### src/rgb_insert_pkg.sv
// Shared constants and types for the analog RGB insertion block
package rgb_insert_pkg;

	// ==========================================================
	// Source selection
	// ==========================================================
	typedef enum logic [1:0] {
		SRC_VIDEO = 2'h0,
		SRC_EXT_A = 2'h1,
		SRC_EXT_B = 2'h3
	} source_t;

	// ==========================================================
	// Widths and reset values
	// ==========================================================
	localparam int unsigned PIX_WIDTH      = 10;
	localparam int unsigned ADJ_WIDTH      = 6;
	localparam int unsigned BRIGHT_WIDTH   = 9;
	localparam int unsigned CONTRAST_SHIFT = 5;
	localparam int unsigned STATUS_WIDTH   = 2;
	localparam int unsigned STATUS_STATIC  = 0;
	localparam int unsigned STATUS_DYNAMIC = 1;
	localparam logic        RESET_FLAG     = 1'h0;
	localparam int unsigned RESET_SYNC_LEN = 2;

endpackage

### src/key_clamp_adjust.sv
// Key clamp with per-input contrast and brightness for one colour of an external RGB set
`timescale 1ns/1ps
`default_nettype none
module key_clamp_adjust
	import rgb_insert_pkg::*;
#(
	parameter int unsigned W = PIX_WIDTH
) (
	input  wire logic                    clk,
	input  wire logic                    rstSync_b,
	input  wire logic                    clampKey,
	input  wire logic [W-1:0]            colourIn,
	input  wire logic [ADJ_WIDTH-1:0]    contrast,
	input  wire logic [BRIGHT_WIDTH-1:0] brightness,
	output logic      [W-1:0]            colourOut
);

	if (W < 2 || W > 16) begin : gBadWidth
		$error("key_clamp_adjust: unsupported width");
	end

	typedef struct packed {
		logic [W-1:0] clampLevel;
		logic [W-1:0] colourOut;
	} state_t;

	state_t state;
	state_t next_state;

	logic [W:0]                          clamped;
	logic [W+ADJ_WIDTH:0]                scaled;
	logic signed [W+ADJ_WIDTH+1:0]       shifted;

	// ==========================================================
	// Clamp, scale, offset
	// ==========================================================
	always_comb begin
		next_state = state;
		clamped    = {1'b0, colourIn} - {1'b0, state.clampLevel};
		if (clamped[W]) begin
			clamped = '0;
		end
		scaled  = (W+ADJ_WIDTH+1)'(clamped * contrast) >> CONTRAST_SHIFT;
		shifted = $signed({1'b0, scaled}) + (W+ADJ_WIDTH+2)'($signed(brightness));
		if (clampKey) begin
			next_state.clampLevel = colourIn;
		end
		if (shifted < 0) begin
			next_state.colourOut = '0;
		end else if (shifted > $signed({1'b0, {(W+ADJ_WIDTH-W+1){1'b0}}, {W{1'b1}}})) begin
			next_state.colourOut = '1;
		end else begin
			next_state.colourOut = shifted[W-1:0];
		end
	end

	always_ff @(posedge clk or negedge rstSync_b) begin
		if (!rstSync_b) begin
			state <= '0;
		end else begin
			state <= next_state;
		end
	end

	assign colourOut = state.colourOut;

endmodule
`default_nettype wire

### src/blank_monitor.sv
// Fast blank monitor with static level and sticky falling-edge flag
`timescale 1ns/1ps
`default_nettype none
module blank_monitor
	import rgb_insert_pkg::*;
(
	input  wire logic                    clk,
	input  wire logic                    rstSync_b,
	input  wire logic                    keyA,
	input  wire logic                    keyB,
	input  wire logic                    monitorSel,
	input  wire logic                    statusRead,
	output logic      [STATUS_WIDTH-1:0] status
);

	typedef struct packed {
		logic                    lastLevel;
		logic [STATUS_WIDTH-1:0] status;
	} state_t;

	state_t state;
	state_t next_state;
	logic   level;

	always_comb begin
		next_state = state;
		level      = monitorSel ? keyB : keyA;
		next_state.lastLevel = level;
		next_state.status[STATUS_STATIC] = level;
		// Edge wins over the read clear
		if (statusRead) begin
			next_state.status[STATUS_DYNAMIC] = RESET_FLAG;
		end
		if (state.lastLevel && !level) begin
			next_state.status[STATUS_DYNAMIC] = 1'b1;
		end
	end

	always_ff @(posedge clk or negedge rstSync_b) begin
		if (!rstSync_b) begin
			state <= '0;
		end else begin
			state <= next_state;
		end
	end

	assign status = state.status;

endmodule
`default_nettype wire

### src/rgb_insertion_fast_blank_select.sv
// Top of the analog RGB insertion, fast blank select and half contrast block
// Operation
// - Two external RGB inputs, each key-clamped, merged by the fast blank switch.
// - Polarity 0: none high video, one high that input, both high by priority.
// - Polarity 1: both low by priority, one low that input, both high video.
// - Table selection uses the key levels after the four force settings are applied.
// - Selected external input is placed over or under the digital overlay by extOverOverlay.
// - Separate brightness and contrast for each external input.
// - Two-bit monitor status; static bit is the monitored line level.
// - Dynamic bit is a flip-flop set by a falling edge of the line.
// - Monitor watches input A or B by a select setting.
// - Half contrast reduces video background only; inserted RGB keeps full contrast.
// - Half contrast drops output level to half.
`timescale 1ns/1ps
`default_nettype none
module rgb_insertion_fast_blank_select
	import rgb_insert_pkg::*;
#(
	parameter int unsigned W = PIX_WIDTH
) (
	input  wire logic                    clk,
	input  wire logic                    rst_b,
	input  wire logic                    clampKey,
	input  wire logic [W-1:0]            videoRed,
	input  wire logic [W-1:0]            videoGreen,
	input  wire logic [W-1:0]            videoBlue,
	input  wire logic                    videoOverlay,
	input  wire logic [W-1:0]            overlayRed,
	input  wire logic [W-1:0]            overlayGreen,
	input  wire logic [W-1:0]            overlayBlue,
	input  wire logic                    extOverOverlay,
	input  wire logic [W-1:0]            extRedInA,
	input  wire logic [W-1:0]            extGreenInA,
	input  wire logic [W-1:0]            extBlueInA,
	input  wire logic [W-1:0]            extRedInB,
	input  wire logic [W-1:0]            extGreenInB,
	input  wire logic [W-1:0]            extBlueInB,
	input  wire logic                    blankKeyInA,
	input  wire logic                    blankKeyInB,
	input  wire logic                    blankKeyPolaritySel,
	input  wire logic                    overlayPrioritySel,
	input  wire logic                    keyAForceHigh,
	input  wire logic                    keyBForceHigh,
	input  wire logic                    keyAForceLow,
	input  wire logic                    keyBForceLow,
	input  wire logic [ADJ_WIDTH-1:0]    contrastA,
	input  wire logic [BRIGHT_WIDTH-1:0] brightnessA,
	input  wire logic [ADJ_WIDTH-1:0]    contrastB,
	input  wire logic [BRIGHT_WIDTH-1:0] brightnessB,
	input  wire logic                    halfContrastIn,
	input  wire logic                    halfContrastEnable,
	input  wire logic                    halfContrastForceHigh,
	input  wire logic                    monitorSel,
	input  wire logic                    statusRead,
	output logic      [STATUS_WIDTH-1:0] monitorStatus,
	output logic      [W-1:0]            rgbRed,
	output logic      [W-1:0]            rgbGreen,
	output logic      [W-1:0]            rgbBlue,
	output logic      [1:0]              selectedSource
);

	if (W < 2 || W > 16) begin : gBadWidth
		$error("rgb_insertion_fast_blank_select: unsupported width");
	end

	if (RESET_SYNC_LEN < 2) begin : gBadSync
		$error("rgb_insertion_fast_blank_select: reset release needs two stages");
	end

	if (STATUS_STATIC >= STATUS_WIDTH || STATUS_DYNAMIC >= STATUS_WIDTH) begin : gBadStatus
		$error("rgb_insertion_fast_blank_select: status bit outside field");
	end

	// ==========================================================
	// Reset release
	// ==========================================================
	logic [RESET_SYNC_LEN-1:0] rstPipe;
	logic                      rstSync_b;

	always_ff @(posedge clk or negedge rst_b) begin
		if (!rst_b) begin
			rstPipe <= '0;
		end else begin
			rstPipe <= {rstPipe[RESET_SYNC_LEN-2:0], 1'b1};
		end
	end

	assign rstSync_b = rstPipe[RESET_SYNC_LEN-1];

	// ==========================================================
	// External inputs: clamp and adjust
	// ==========================================================
	logic [W-1:0] adjA [3];
	logic [W-1:0] adjB [3];

	// Set A
	key_clamp_adjust #(
		.W (W)
	) uClampRedA (
		.clk        (clk),
		.rstSync_b  (rstSync_b),
		.clampKey   (clampKey),
		.colourIn   (extRedInA),
		.contrast   (contrastA),
		.brightness (brightnessA),
		.colourOut  (adjA[0])
	);

	key_clamp_adjust #(
		.W (W)
	) uClampGreenA (
		.clk        (clk),
		.rstSync_b  (rstSync_b),
		.clampKey   (clampKey),
		.colourIn   (extGreenInA),
		.contrast   (contrastA),
		.brightness (brightnessA),
		.colourOut  (adjA[1])
	);

	key_clamp_adjust #(
		.W (W)
	) uClampBlueA (
		.clk        (clk),
		.rstSync_b  (rstSync_b),
		.clampKey   (clampKey),
		.colourIn   (extBlueInA),
		.contrast   (contrastA),
		.brightness (brightnessA),
		.colourOut  (adjA[2])
	);

	// Set B
	key_clamp_adjust #(
		.W (W)
	) uClampRedB (
		.clk        (clk),
		.rstSync_b  (rstSync_b),
		.clampKey   (clampKey),
		.colourIn   (extRedInB),
		.contrast   (contrastB),
		.brightness (brightnessB),
		.colourOut  (adjB[0])
	);

	key_clamp_adjust #(
		.W (W)
	) uClampGreenB (
		.clk        (clk),
		.rstSync_b  (rstSync_b),
		.clampKey   (clampKey),
		.colourIn   (extGreenInB),
		.contrast   (contrastB),
		.brightness (brightnessB),
		.colourOut  (adjB[1])
	);

	key_clamp_adjust #(
		.W (W)
	) uClampBlueB (
		.clk        (clk),
		.rstSync_b  (rstSync_b),
		.clampKey   (clampKey),
		.colourIn   (extBlueInB),
		.contrast   (contrastB),
		.brightness (brightnessB),
		.colourOut  (adjB[2])
	);

	// ==========================================================
	// Fast blank monitor
	// ==========================================================
	blank_monitor uMonitor (
		.clk        (clk),
		.rstSync_b  (rstSync_b),
		.keyA       (blankKeyInA),
		.keyB       (blankKeyInB),
		.monitorSel (monitorSel),
		.statusRead (statusRead),
		.status     (monitorStatus)
	);

	// ==========================================================
	// Fast blank decode
	// ==========================================================
	source_t extSel;
	logic    keyA;
	logic    keyB;
	logic    useExt;

	always_comb begin
		// Force settings override the line levels; both sources rely on matched polarity
		keyA   = (blankKeyInA | keyAForceHigh) & ~keyAForceLow;
		keyB   = (blankKeyInB | keyBForceHigh) & ~keyBForceLow;
		extSel = SRC_VIDEO;
		case ({blankKeyPolaritySel, keyA, keyB, overlayPrioritySel})
			4'h0: extSel = SRC_VIDEO;
			4'h1: extSel = SRC_VIDEO;
			4'h2: extSel = SRC_EXT_B;
			4'h3: extSel = SRC_EXT_B;
			4'h4: extSel = SRC_EXT_A;
			4'h5: extSel = SRC_EXT_A;
			4'h6: extSel = SRC_EXT_A;
			4'h7: extSel = SRC_EXT_B;
			4'h8: extSel = SRC_EXT_A;
			4'h9: extSel = SRC_EXT_B;
			4'hA: extSel = SRC_EXT_A;
			4'hB: extSel = SRC_EXT_A;
			4'hC: extSel = SRC_EXT_B;
			4'hD: extSel = SRC_EXT_B;
			4'hE: extSel = SRC_VIDEO;
			4'hF: extSel = SRC_VIDEO;
			default: extSel = SRC_VIDEO;
		endcase
		useExt = (extSel != SRC_VIDEO);
	end

	// ==========================================================
	// Digital picture
	// ==========================================================
	logic [W-1:0] bgRed;
	logic [W-1:0] bgGreen;
	logic [W-1:0] bgBlue;

	always_comb begin
		// Overlay over video; the overlay never takes half contrast
		bgRed   = videoRed;
		bgGreen = videoGreen;
		bgBlue  = videoBlue;
		if (videoOverlay) begin
			bgRed   = overlayRed;
			bgGreen = overlayGreen;
			bgBlue  = overlayBlue;
		end
	end

	// ==========================================================
	// Selection and output stage
	// ==========================================================
	typedef struct packed {
		source_t      source;
		logic [W-1:0] red;
		logic [W-1:0] green;
		logic [W-1:0] blue;
	} state_t;

	state_t state;
	state_t next_state;

	logic extWins;
	logic halfOn;
	logic bgHalf;

	always_comb begin
		next_state = state;
		// External RGB over or under the digital overlay
		extWins = useExt && (extOverOverlay || !videoOverlay);
		// Half contrast, applied to video background only
		halfOn = halfContrastForceHigh || (halfContrastEnable && halfContrastIn);
		bgHalf = halfOn && !videoOverlay;
		if (extWins) begin
			next_state.source = extSel;
			if (extSel == SRC_EXT_B) begin
				next_state.red   = adjB[0];
				next_state.green = adjB[1];
				next_state.blue  = adjB[2];
			end else begin
				next_state.red   = adjA[0];
				next_state.green = adjA[1];
				next_state.blue  = adjA[2];
			end
		end else begin
			next_state.source = SRC_VIDEO;
			if (bgHalf) begin
				next_state.red   = bgRed >> 1;
				next_state.green = bgGreen >> 1;
				next_state.blue  = bgBlue >> 1;
			end else begin
				next_state.red   = bgRed;
				next_state.green = bgGreen;
				next_state.blue  = bgBlue;
			end
		end
	end

	always_ff @(posedge clk or negedge rstSync_b) begin
		if (!rstSync_b) begin
			state <= '{source: SRC_VIDEO, default: '0};
		end else begin
			state <= next_state;
		end
	end

	assign rgbRed         = state.red;
	assign rgbGreen       = state.green;
	assign rgbBlue        = state.blue;
	assign selectedSource = state.source;

endmodule
`default_nettype wire

### config.mk
export PLATFORM = sky130hd
export DESIGN_NAME = rgb_insertion_fast_blank_select
export DESIGN_NICKNAME = d
export VERILOG_FILES = /design/src/rgb_insert_pkg.sv /design/src/key_clamp_adjust.sv /design/src/blank_monitor.sv /design/src/rgb_insertion_fast_blank_select.sv
export SDC_FILE = /design/constraint.sdc
export NUM_CORES = 1
export LEC_CHECK = 0
export BUFFER_PORTS_ARGS = -buffer_cell sky130_fd_sc_hd__buf_2
export CAP_MARGIN = 20
export CORE_ASPECT_RATIO = 0.6
export CORE_MARGIN = 5
export CORE_UTILIZATION = 60
export CTS_BUF_LIST = sky130_fd_sc_hd__clkbuf_8
export DETAILED_ROUTE_END_ITERATION = 16
export PLACE_DENSITY = 0.81
export SETUP_SLACK_MARGIN = 0.1
export SYNTH_ARGS = -nofsm -noshare
export SYNTH_HDL_FRONTEND = slang
export SYNTH_HIERARCHICAL = 1
export SYNTH_SLANG_ARGS = --single-unit
### constraint.sdc
create_clock -name clk -period 11.06 [get_ports clk]
set_input_delay 1.106 -clock clk [delete_from_list [all_inputs] [get_ports clk]]
set_output_delay 1.106 -clock clk [all_outputs]
set_load 0.1 [all_outputs]
Word level (Yosys, flattened, before mapping)
Memories as Yosys holds them, arrays and structs flattened.
Index checks and enable logic that the tools add are counted.
{"block": "word_totals", "romBits": 32, "input_bits": 168, "n_memories": 1, "register_bits": 156}
{"block": "op_classes", "reduce_logical": 10, "bitwise": 6, "eq_ne": 1, "addsub": 12, "multipliers": 6, "n_mux": 27, "magnitude_cmp": 12}
{"name": "(name not given)", "depth": 16, "word_bits": 2, "rd": 1, "rd_ports_with_merged_regs": 0, "write_ports": 0, "line_no": "rgb_insertion_fast_blank_select.sv:196", "source": "case ({blankKeyPolaritySel, keyA, keyB, overlayPrioritySel})"}
{"operator": "two-way mux 10 bit", "count": 21}
{"operator": "multiplier 10 x 6 -> 16 bit", "count": 6}
{"operator": "adder 12 x 9 -> 13 bit", "count": 6}
{"operator": "greater-than comparator 13 x 11 -> 1 bit (second input constant)", "count": 6}
{"operator": "< comparator 13 x 1 -> 1 bit (second input constant)", "count": 6}
{"operator": "subtractor 10 x 10 -> 11 bit", "count": 6}
{"operator": "two-way mux 30 bit", "count": 2}
{"operator": "two-way mux 32 bit", "count": 1}
{"operator": "logical AND 1 bit", "count": 4}
{"operator": "nonzero test 2 bit", "count": 2}
{"operator": "two-way mux 1 bit", "count": 3}
{"operator": "AND 1 bit", "count": 2}
{"operator": "equality test 2 bit (second input constant)", "count": 1}
{"operator": "zero test 1 bit", "count": 2}
{"operator": "logical OR 1 bit", "count": 2}
{"operator": "NOT 1 bit", "count": 2}
{"operator": "bitwise OR 1 bit", "count": 2}

Logic depth before layout (Yosys ltp)
Gate-level depths: netlist (run 1).
{"block": "depth", "ltp_word": 7, "ltp_mapped": 35, "ltp_nobuf": 33}

Modules after synthesis
The synthesis (run 1) kept the hierarchy.
{"module": "key_clamp_adjust at uClampRedA", "area_each_um2": 3822.4, "instances": 1, "seq_area_each_um2": 500.5, "cells_each": 447}
{"module": "key_clamp_adjust at uClampGreenA", "area_each_um2": 3798.6, "instances": 1, "seq_area_each_um2": 500.5, "cells_each": 446}
{"module": "key_clamp_adjust at uClampBlueA", "area_each_um2": 3758.6, "instances": 1, "seq_area_each_um2": 500.5, "cells_each": 441}
{"module": "key_clamp_adjust at uClampBlueB", "area_each_um2": 3669.8, "instances": 1, "seq_area_each_um2": 500.5, "cells_each": 425}
{"module": "key_clamp_adjust at uClampGreenB", "area_each_um2": 3567.2, "instances": 1, "seq_area_each_um2": 500.5, "cells_each": 404}
{"module": "key_clamp_adjust at uClampRedB", "area_each_um2": 3512.1, "instances": 1, "seq_area_each_um2": 500.5, "cells_each": 402}
{"module": "rgb_insertion_fast_blank_select", "area_each_um2": 2102.0, "instances": 1, "seq_area_each_um2": 850.8, "cells_each": 243}
{"module": "blank_monitor", "area_each_um2": 85.1, "instances": 1, "seq_area_each_um2": 50.0, "cells_each": 6}

Worst setup path before layout (run 1)
No wires, ideal clock.
{"block": "synth_timing", "path_type": "input-to-reg", "startpoint": "input extGreenInA[0]", "endpoint": "register uClampGreenA.state (netlist bit uClampGreenA/colourOut[2])", "path_stages": 33, "required_ns": 10.941, "path_slack_ns": 2.515, "n_path_buf": 2, "t_arrival_ns": 8.427, "cell_sequence": "inv_1 ha_1 fa_1 nor2b_1 o21a_1 o21a_1 o31a_1 nor2_1 buf_2 nor3_1 and2_1 fa_1 fa_1 inv_1 fa_1 inv_1 ha_1 buf_2 o21a_1 o21ai_0 a21oi_1 a221o_1 or3_1 o221a_2 a31oi_1 ha_1 a21oi_1 or3b_2 mux2i_1 nor4bb_1 nor4_4 o21ai_2 o21a_1"}
{"item": "start: declaration", "line_no": "rgb_insertion_fast_blank_select.sv:33", "source": "input wire logic [W-1:0] extGreenInA,"}
{"item": "end signal: assignment", "line_no": "key_clamp_adjust.sv:61", "source": "state <= next_state;"}
{"item": "end: declaration", "line_no": "key_clamp_adjust.sv:27", "source": "state_t state;"}

==> impl_metrics.py, run 1 <==
metrics = {
    "logic_synthesis": {
        "synth_area_leaders": "fa_1 17%, dfrtp_1 16%, ha_1 15%",
        "yosys.cell_types.count": 127,
        "synth_seq_cells": 156,
        "postSynthAreaPerCell_um2": 8.64,
        "syn_nets": 3474,
        "synth-edff-count": 0,
        "ys_seq_area_frac": 0.161,
        "synth_ff_type": "dfrtp_1",
        "yosys_warnings": 6,
        "postSynth.asyncResetShare": 1.00,
        "synth_top_area_cell": "fa_1",
        "synth_top_area_share": 0.168,
        "netlist_area_um2": 24300,
        "netlist_instances": 2814,
    },
    "setup_path": {
        "crit_path_max_fanout": 13,
        "r2r_slack_ns": 1.96,
        "crit_family": "compound AO/OA/AOI/OAI gates",
        "r2r_cells": 30,
        "end_kind": "flop",
        "slowest_delay_ns": 0.78,
        "worst_path_max_delay_cell": "nor3_1",
        "path_buf_inv": 4,
        "critical_path_class": "input pin to flop",
        "cp-startpoint": "extGreenInA[0]",
        "cp.arrival_ns": 9.85,
        "crit_path_start_kind": "input pin",
        "reg2reg_from": "uClampGreenA/state[10]$_DFFE_PN0P_",
        "crit-reg2reg-capture": "uClampGreenA/colourOut[7]$_DFF_PN0_",
        "required_ns": 11.45,
    },
    "detailed_routing": {
        "dr.pass1.iters": 6,
        "antenna_left": 0,
        "dr_total_vias": 21200,
        "routed_wl_um": 65300,
        "drc_errors": 0,
        "vias_per_cell": 6.09,
        "drt-initial-drc-count": 1800,
        "routedWlPerCell_um": 18.8,
    },
    "cells_and_area": {
        "nFillCells": 3415,
        "layout.nets": 3586,
        "multiInputGateArea_um2": 18500,
        "drive_above_1_share": 0.118,
        "final_area_um2": 25800,
        "final-seq-area_um2": 3910,
        "final_util": 0.640,
        "syn2layout_area_growth_pct": 5.95,
    },
    "clocking": {
        "root_buffer": "clkbuf_8",
        "insertion_delay_ns": 0.50,
        "holdBufCountCts": 0,
        "cts_setup_buffers": 0,
        "clkSinkCount": 156,
        "clkTransAtPathRegs_ns": 0.11,
        "clock_tree.buffer_depth": 2,
        "tritoncts": "yes",
        "cts-resized-gates": 0,
        "cts-buffers-inserted": 17,
        "htree_levels": 4,
    },
    "timing": {
        "hold_viol": 0,
        "holdWs_ns": 0.317,
        "clock_skew_ns": 0.0254,
        "timing.fmax_mhz": 106,
        "rsz0062_at_grt": "false",
        "slew_violations": 0,
        "setup_violations": 0,
        "finalCritPeriodShare": 0.855,
        "worst_slew_pin_slew_ns": 1.04,
        "finalSetupTns_ns": 0,
        "fin_crit_ns": 9.45,
        "max_slew_margin": 0.304,
    },
    "floorplan": {
        "core-area_um2": 40200,
        "initial_core_util": 0.605,
        "die_area_um2": 44800,
        "rows": 57,
        "die_w_um": 270,
        "die_h_um": 166,
        "ioPinCount": 202,
    },
    "power": {
        "leakage_uw": 0.0128,
        "irDropWorstVdd_v": 0.000172,
        "powerDensity_nw_per_um2": 246,
    },
    "grt": {
        "grt.overflow.total": 0,
        "grt_antenna_before_repair": 11,
        "use_met2": 0.437,
        "use_met1": 0.401,
        "grtUsageMet3": 0.0713,
        "grt_max_degree": 96,
        "grt_busiest_layer": "met2",
        "grt_first_pass_wirelength_um": 107000,
        "grt_pass1_vias": 21200,
        "grt_use_total": 0.288,
    },
    "worst_hold_path": {
        "holdCritPathClass": "flop to async pin",
    },
    "place": {
        "portBuffers": 201,
        "place_area_um2": 25300,
        "dp_hpwl_um": 52800,
        "gp_congestion": 0.970,
    },
    "outcome": {
        "status": "completed",
    },
    "run": {
        "cap_violations": 0,
    },
}
[sequential cells by signal, indices dropped and copies added (netlist names)]
| signal | flops |
|---|---|
| uClampBlueB/colourOut | 10 |
| uClampRedA/state | 10 |
| uClampBlueA/colourOut | 10 |
| rgbGreen | 10 |
| uClampGreenB/colourOut | 10 |
| uClampRedB/state | 10 |
| uClampGreenA/state | 10 |
| uClampBlueB/state | 10 |
| rstPipe | 2 |
| rgbRed | 10 |
| selectedSource | 2 |
| rgbBlue | 10 |
| uClampRedA/colourOut | 10 |
| uClampGreenB/state | 10 |
| uClampGreenA/colourOut | 10 |
| uClampBlueA/state | 10 |
| uMonitor/status | 2 |
| uClampRedB/colourOut | 10 |
[cell type report]
type                            instances  area share
Multi-Input combinational cell       2223       0.718
Clock buffer                           19      0.0102
Tap cell                              531      0.0258
Clock inverter                         13     0.00510
Antenna cell                            9    0.000874
Inverter                              315      0.0459
Timing Repair Buffer                  213      0.0426
Sequential cell                       156       0.152
[how the worst max path moves through the flow]
| stage | end | slack, ns | cells past startpoint |
|---|---|---|---|
| floorplan | uClampGreenA/colourOut[2]$_DFF_PN0_ | 2.51 | 33 |
| detailed placement | uClampGreenA/colourOut[3]$_DFF_PN0_ | 1.27 | 32 |
| global placement | uClampGreenA/colourOut[3]$_DFF_PN0_ | 1.53 | 32 |
| finish | uClampGreenA/colourOut[7]$_DFF_PN0_ | 1.61 | 32 |
| global route | uClampGreenA/colourOut[5]$_DFF_PN0_ | 1.16 | 32 |
| CTS | uClampGreenA/colourOut[7]$_DFF_PN0_ | 1.81 | 32 |
[cells in the final DEF (no fill, tap or decap), drive strengths merged, types with 33 or more instances in the layout]
cell type and n:
a21o 47, a21oi 203, and2 119, and3 33
buf 213, dfrtp 156, fa 204, ha 288
inv 319, nand2 252, nand3 36, nor2 139
nor2b 37, nor3 105, nor4 41, o21a 54
o21ai 161, xnor2 73, xor2 47
[stage by stage]
stage | total power [uW] | worst slack (ns) | cells
after floorplan | 4880 | 2.51 | 2814
after global placement | 5570 | 1.53 | 3438
after detailed placement | 5760 | 1.27 | 3438
after CTS | 6260 | 1.81 | 3470
after global routing | 6940 | 1.16 | 3479
final | 6340 | 1.61 | 3479
[kinds of logic after synthesis]
| logic type | synth area share |
|---|---|
| flops | 0.161 |
| buf+inv | 0.0793 |
| simple gates | 0.198 |
| compound gates | 0.186 |
| mux | 0.0153 |
| fa+ha+maj | 0.316 |
| xor+xnor | 0.0441 |
| other cells | 0.000154 |
[report_power, final]
part	switching [uW]	internal, uW	leakage (uW)
registers	65.1	736	0.00184
logic	3080	2000	0.0107
clock network	267	196	0.000201
[synthesized netlist by cell type (19+ instances only)]
cell      number
inv_1        313
ha_1         288
nand2_1      250
fa_1         204
a21oi_1      195
dfrtp_1      156
o21ai_0      148
nor2_1       136
and2_1       114
nor3_1       102
xnor2_1       71
buf_4         63
o21a_1        51
a21o_1        47
xor2_1        46
nor4_1        39
nor2b_1       36
nand3_1       35
clkbuf_1      33
and3_1        31
mux2i_1       29
a22oi_1       27
nand2b_1      22
or3_1         20
and4_1        19
[per-layer routing]
metal / wire length (um) / vias up
li1: - / 9972
met5: 0 / -
met2: 28200 / 807
met3: 5240 / 127
met1: 29600 / 10300
met4: 2330 / 0
No activity file was read; power rests on OpenSTA's default activity.
==> run 2, diff against run 1 <==
--- a/config.mk
+++ b/config.mk
@@ -12,7 +12,7 @@
 export CORE_UTILIZATION = 60
 export CTS_BUF_LIST = sky130_fd_sc_hd__clkbuf_8
 export DETAILED_ROUTE_END_ITERATION = 16
-export PLACE_DENSITY = 0.81
+export PLACE_DENSITY = 0.8
 export SETUP_SLACK_MARGIN = 0.1
 export SYNTH_ARGS = -nofsm -noshare
 export SYNTH_HDL_FRONTEND = slang
==> run 2 against run 1 <==
  * Combinational power hardly changed
  * Critical path depth stayed put
  * Register-to-register slack hardly changed
  * Routed wire length hardly changed
  * Critical path type unchanged
  * Sequential share of layout area hardly changed
  * Clock skew is 0.0047 ns lower
  * Via count is 0.17% higher
  * Largest cell class unchanged
==> impl_metrics.py, run 2 (synthesized netlist as in run 1, its figures left out) <==
metrics = {
    "setup_path": {
        "required_ns": 11.45,
        "cp.arrival_ns": 9.82,
        "crit_path_max_fanout": 13,
        "slowest_delay_ns": 0.73,
        "reg2reg_from": "uClampGreenA/state[10]$_DFFE_PN0P_",
        "critical_path_class": "input pin to flop",
        "end_kind": "flop",
        "cp-startpoint": "extGreenInA[0]",
        "worst_path_max_delay_cell": "nor3_1",
        "r2r_cells": 30,
        "crit_path_start_kind": "input pin",
    },
    "detailed_routing": {
        "routed_wl_um": 65300,
        "antenna_left": 0,
        "dr.pass1.iters": 6,
        "vias_per_cell": 6.11,
        "dr_total_vias": 21200,
        "routedWlPerCell_um": 18.8,
        "drt-initial-drc-count": 2009,
        "drc_errors": 0,
    },
    "floorplan": {
        "ioPinCount": 202,
        "initial_core_util": 0.605,
        "die_area_um2": 44800,
        "die_w_um": 270,
        "core-area_um2": 40200,
        "die_h_um": 166,
        "rows": 57,
    },
    "power": {
        "leakage_uw": 0.0128,
        "swShare": 0.541,
        "combPwrFrac": 0.805,
        "p_int_uw": 2900,
        "p_sw_uw": 3420,
        "p_clk_frac": 0.068,
        "irDropWorstVdd_v": 0.000162,
        "powerDensity_nw_per_um2": 245,
        "seq_power_share": 0.127,
        "total_power_uw": 6320,
    },
    "clocking": {
        "htree_levels": 4,
        "cts-resized-gates": 0,
        "clkSinkCount": 156,
        "clkTransAtPathRegs_ns": 0.11,
        "tritoncts": "yes",
        "cts-buffers-inserted": 17,
        "root_buffer": "clkbuf_8",
        "clock_tree.buffer_depth": 2,
        "insertion_delay_ns": 0.51,
        "cts_setup_buffers": 0,
        "holdBufCountCts": 0,
    },
    "grt": {
        "grt_antenna_before_repair": 7,
        "grt_use_total": 0.288,
        "grt_max_degree": 96,
        "grt_pass1_vias": 21300,
        "grt_first_pass_wirelength_um": 107000,
        "grt.overflow.total": 0,
    },
    "cells_and_area": {
        "nFillCells": 3425,
        "layout_common_cells": "314 x inv_1, 288 x ha_1, 250 x nand2_1, 204 x fa_1, 200 x buf_2",
        "drive_above_1_share": 0.118,
        "final-seq-area_um2": 3910,
        "final_util": 0.640,
        "mostFrequentLayoutCell": "inv_1",
        "multiInputGateArea_um2": 18500,
        "layout.nets": 3587,
        "syn2layout_area_growth_pct": 5.84,
    },
    "timing": {
        "clock_skew_ns": 0.0208,
        "rsz0062_at_grt": "false",
        "slew_violations": 0,
        "fin_crit_ns": 9.43,
        "setup_violations": 0,
        "finalCritPeriodShare": 0.853,
        "holdWs_ns": 0.342,
        "finalSetupTns_ns": 0,
        "hold_viol": 0,
        "max_slew_margin": 0.295,
        "worst_slew_pin_slew_ns": 1.05,
        "timing.fmax_mhz": 106,
    },
    "worst_hold_path": {
        "holdCritPathClass": "flop to async pin",
    },
    "place": {
        "dp_hpwl_um": 53100,
        "portBuffers": 201,
        "gp_congestion": 0.936,
    },
    "outcome": {
        "status": "completed",
    },
    "run": {
        "cap_violations": 0,
    },
}
[run 2: cell types whose count changed in the layout (fill, tap and decap cells not counted), sizes merged]
| cell | previous run | this run |
|---|---|---|
| clkinv | 7 | 5 |
| buf | 213 | 214 |
| inv | 319 | 324 |
| bufinv | 1 | 0 |
| clkbuf | 19 | 17 |
| diode | 9 | 5 |
[run 2: per-stage QoR]
stage | cell area (um2) | cells | worst slack [ns]
2_1_floorplan | 24300 | 2814 | 2.51
3_3_place_gp | 25300 | 3438 | 1.51
3_5_place_dp | 25300 | 3438 | 1.30
4_1_cts | 25700 | 3470 | 1.82
5_1_grt | 25700 | 3476 | 1.11
6_report | 25700 | 3476 | 1.63
[run 2: routing by layer]
| metal | global-route usage | wire (um) | up-vias |
|---|---|---|---|
| li1 | - | - | 9975 |
| met1 | 0.409 | 29800 | 10300 |
| met2 | 0.445 | 28600 | 847 |
| met3 | 0.0605 | 5110 | 117 |
| met4 | 0.0881 | 1830 | 4 |
| met5 | 0 | 20 | - |
[run 2: power by group through the flow]
stage	combinational (uW)	sequential, uW	clock [uW]
4_1_cts	5000	803	443
5_1_grt	5630	816	471
6_report	5080	803	432
2_1_floorplan	3820	1050	0
3_3_place_gp	4750	813	0
3_5_place_dp	4950	813	0
[run 2: final cells by class]
class / count / area share
diodes: 5 / 0.000486
clock buffers: 17 / 0.00909
clock inverters: 15 / 0.00496
inverters: 315 / 0.0459
multi-input cells: 2223 / 0.719
flip-flops and latches: 156 / 0.152
well taps: 531 / 0.0258
repair buffers: 214 / 0.0433
[run 2: worst paths after layout]
path	to	slack (ns)
hold / removal	rgbRed[7]$_DFF_PN0_	0.34
max in group asynchronous	rgbBlue[8]$_DFF_PN0_	8.72
setup / recovery	uClampGreenA/colourOut[0]$_DFF_PN0_	1.63
min in group clk	rstPipe[1]$_DFF_PN0_	0.38
hold reg to reg	rgbRed[7]$_DFF_PN0_	0.34
setup reg to reg	uClampGreenA/colourOut[0]$_DFF_PN0_	1.97
[run 2: critical path: cells and delay by family]
kind,cells,cell delay [ns]
compound gates,12,2.93
fa+ha+maj,7,2.85
simple gates,8,2.59
mux,1,0.14
buf+inv,4,0.23
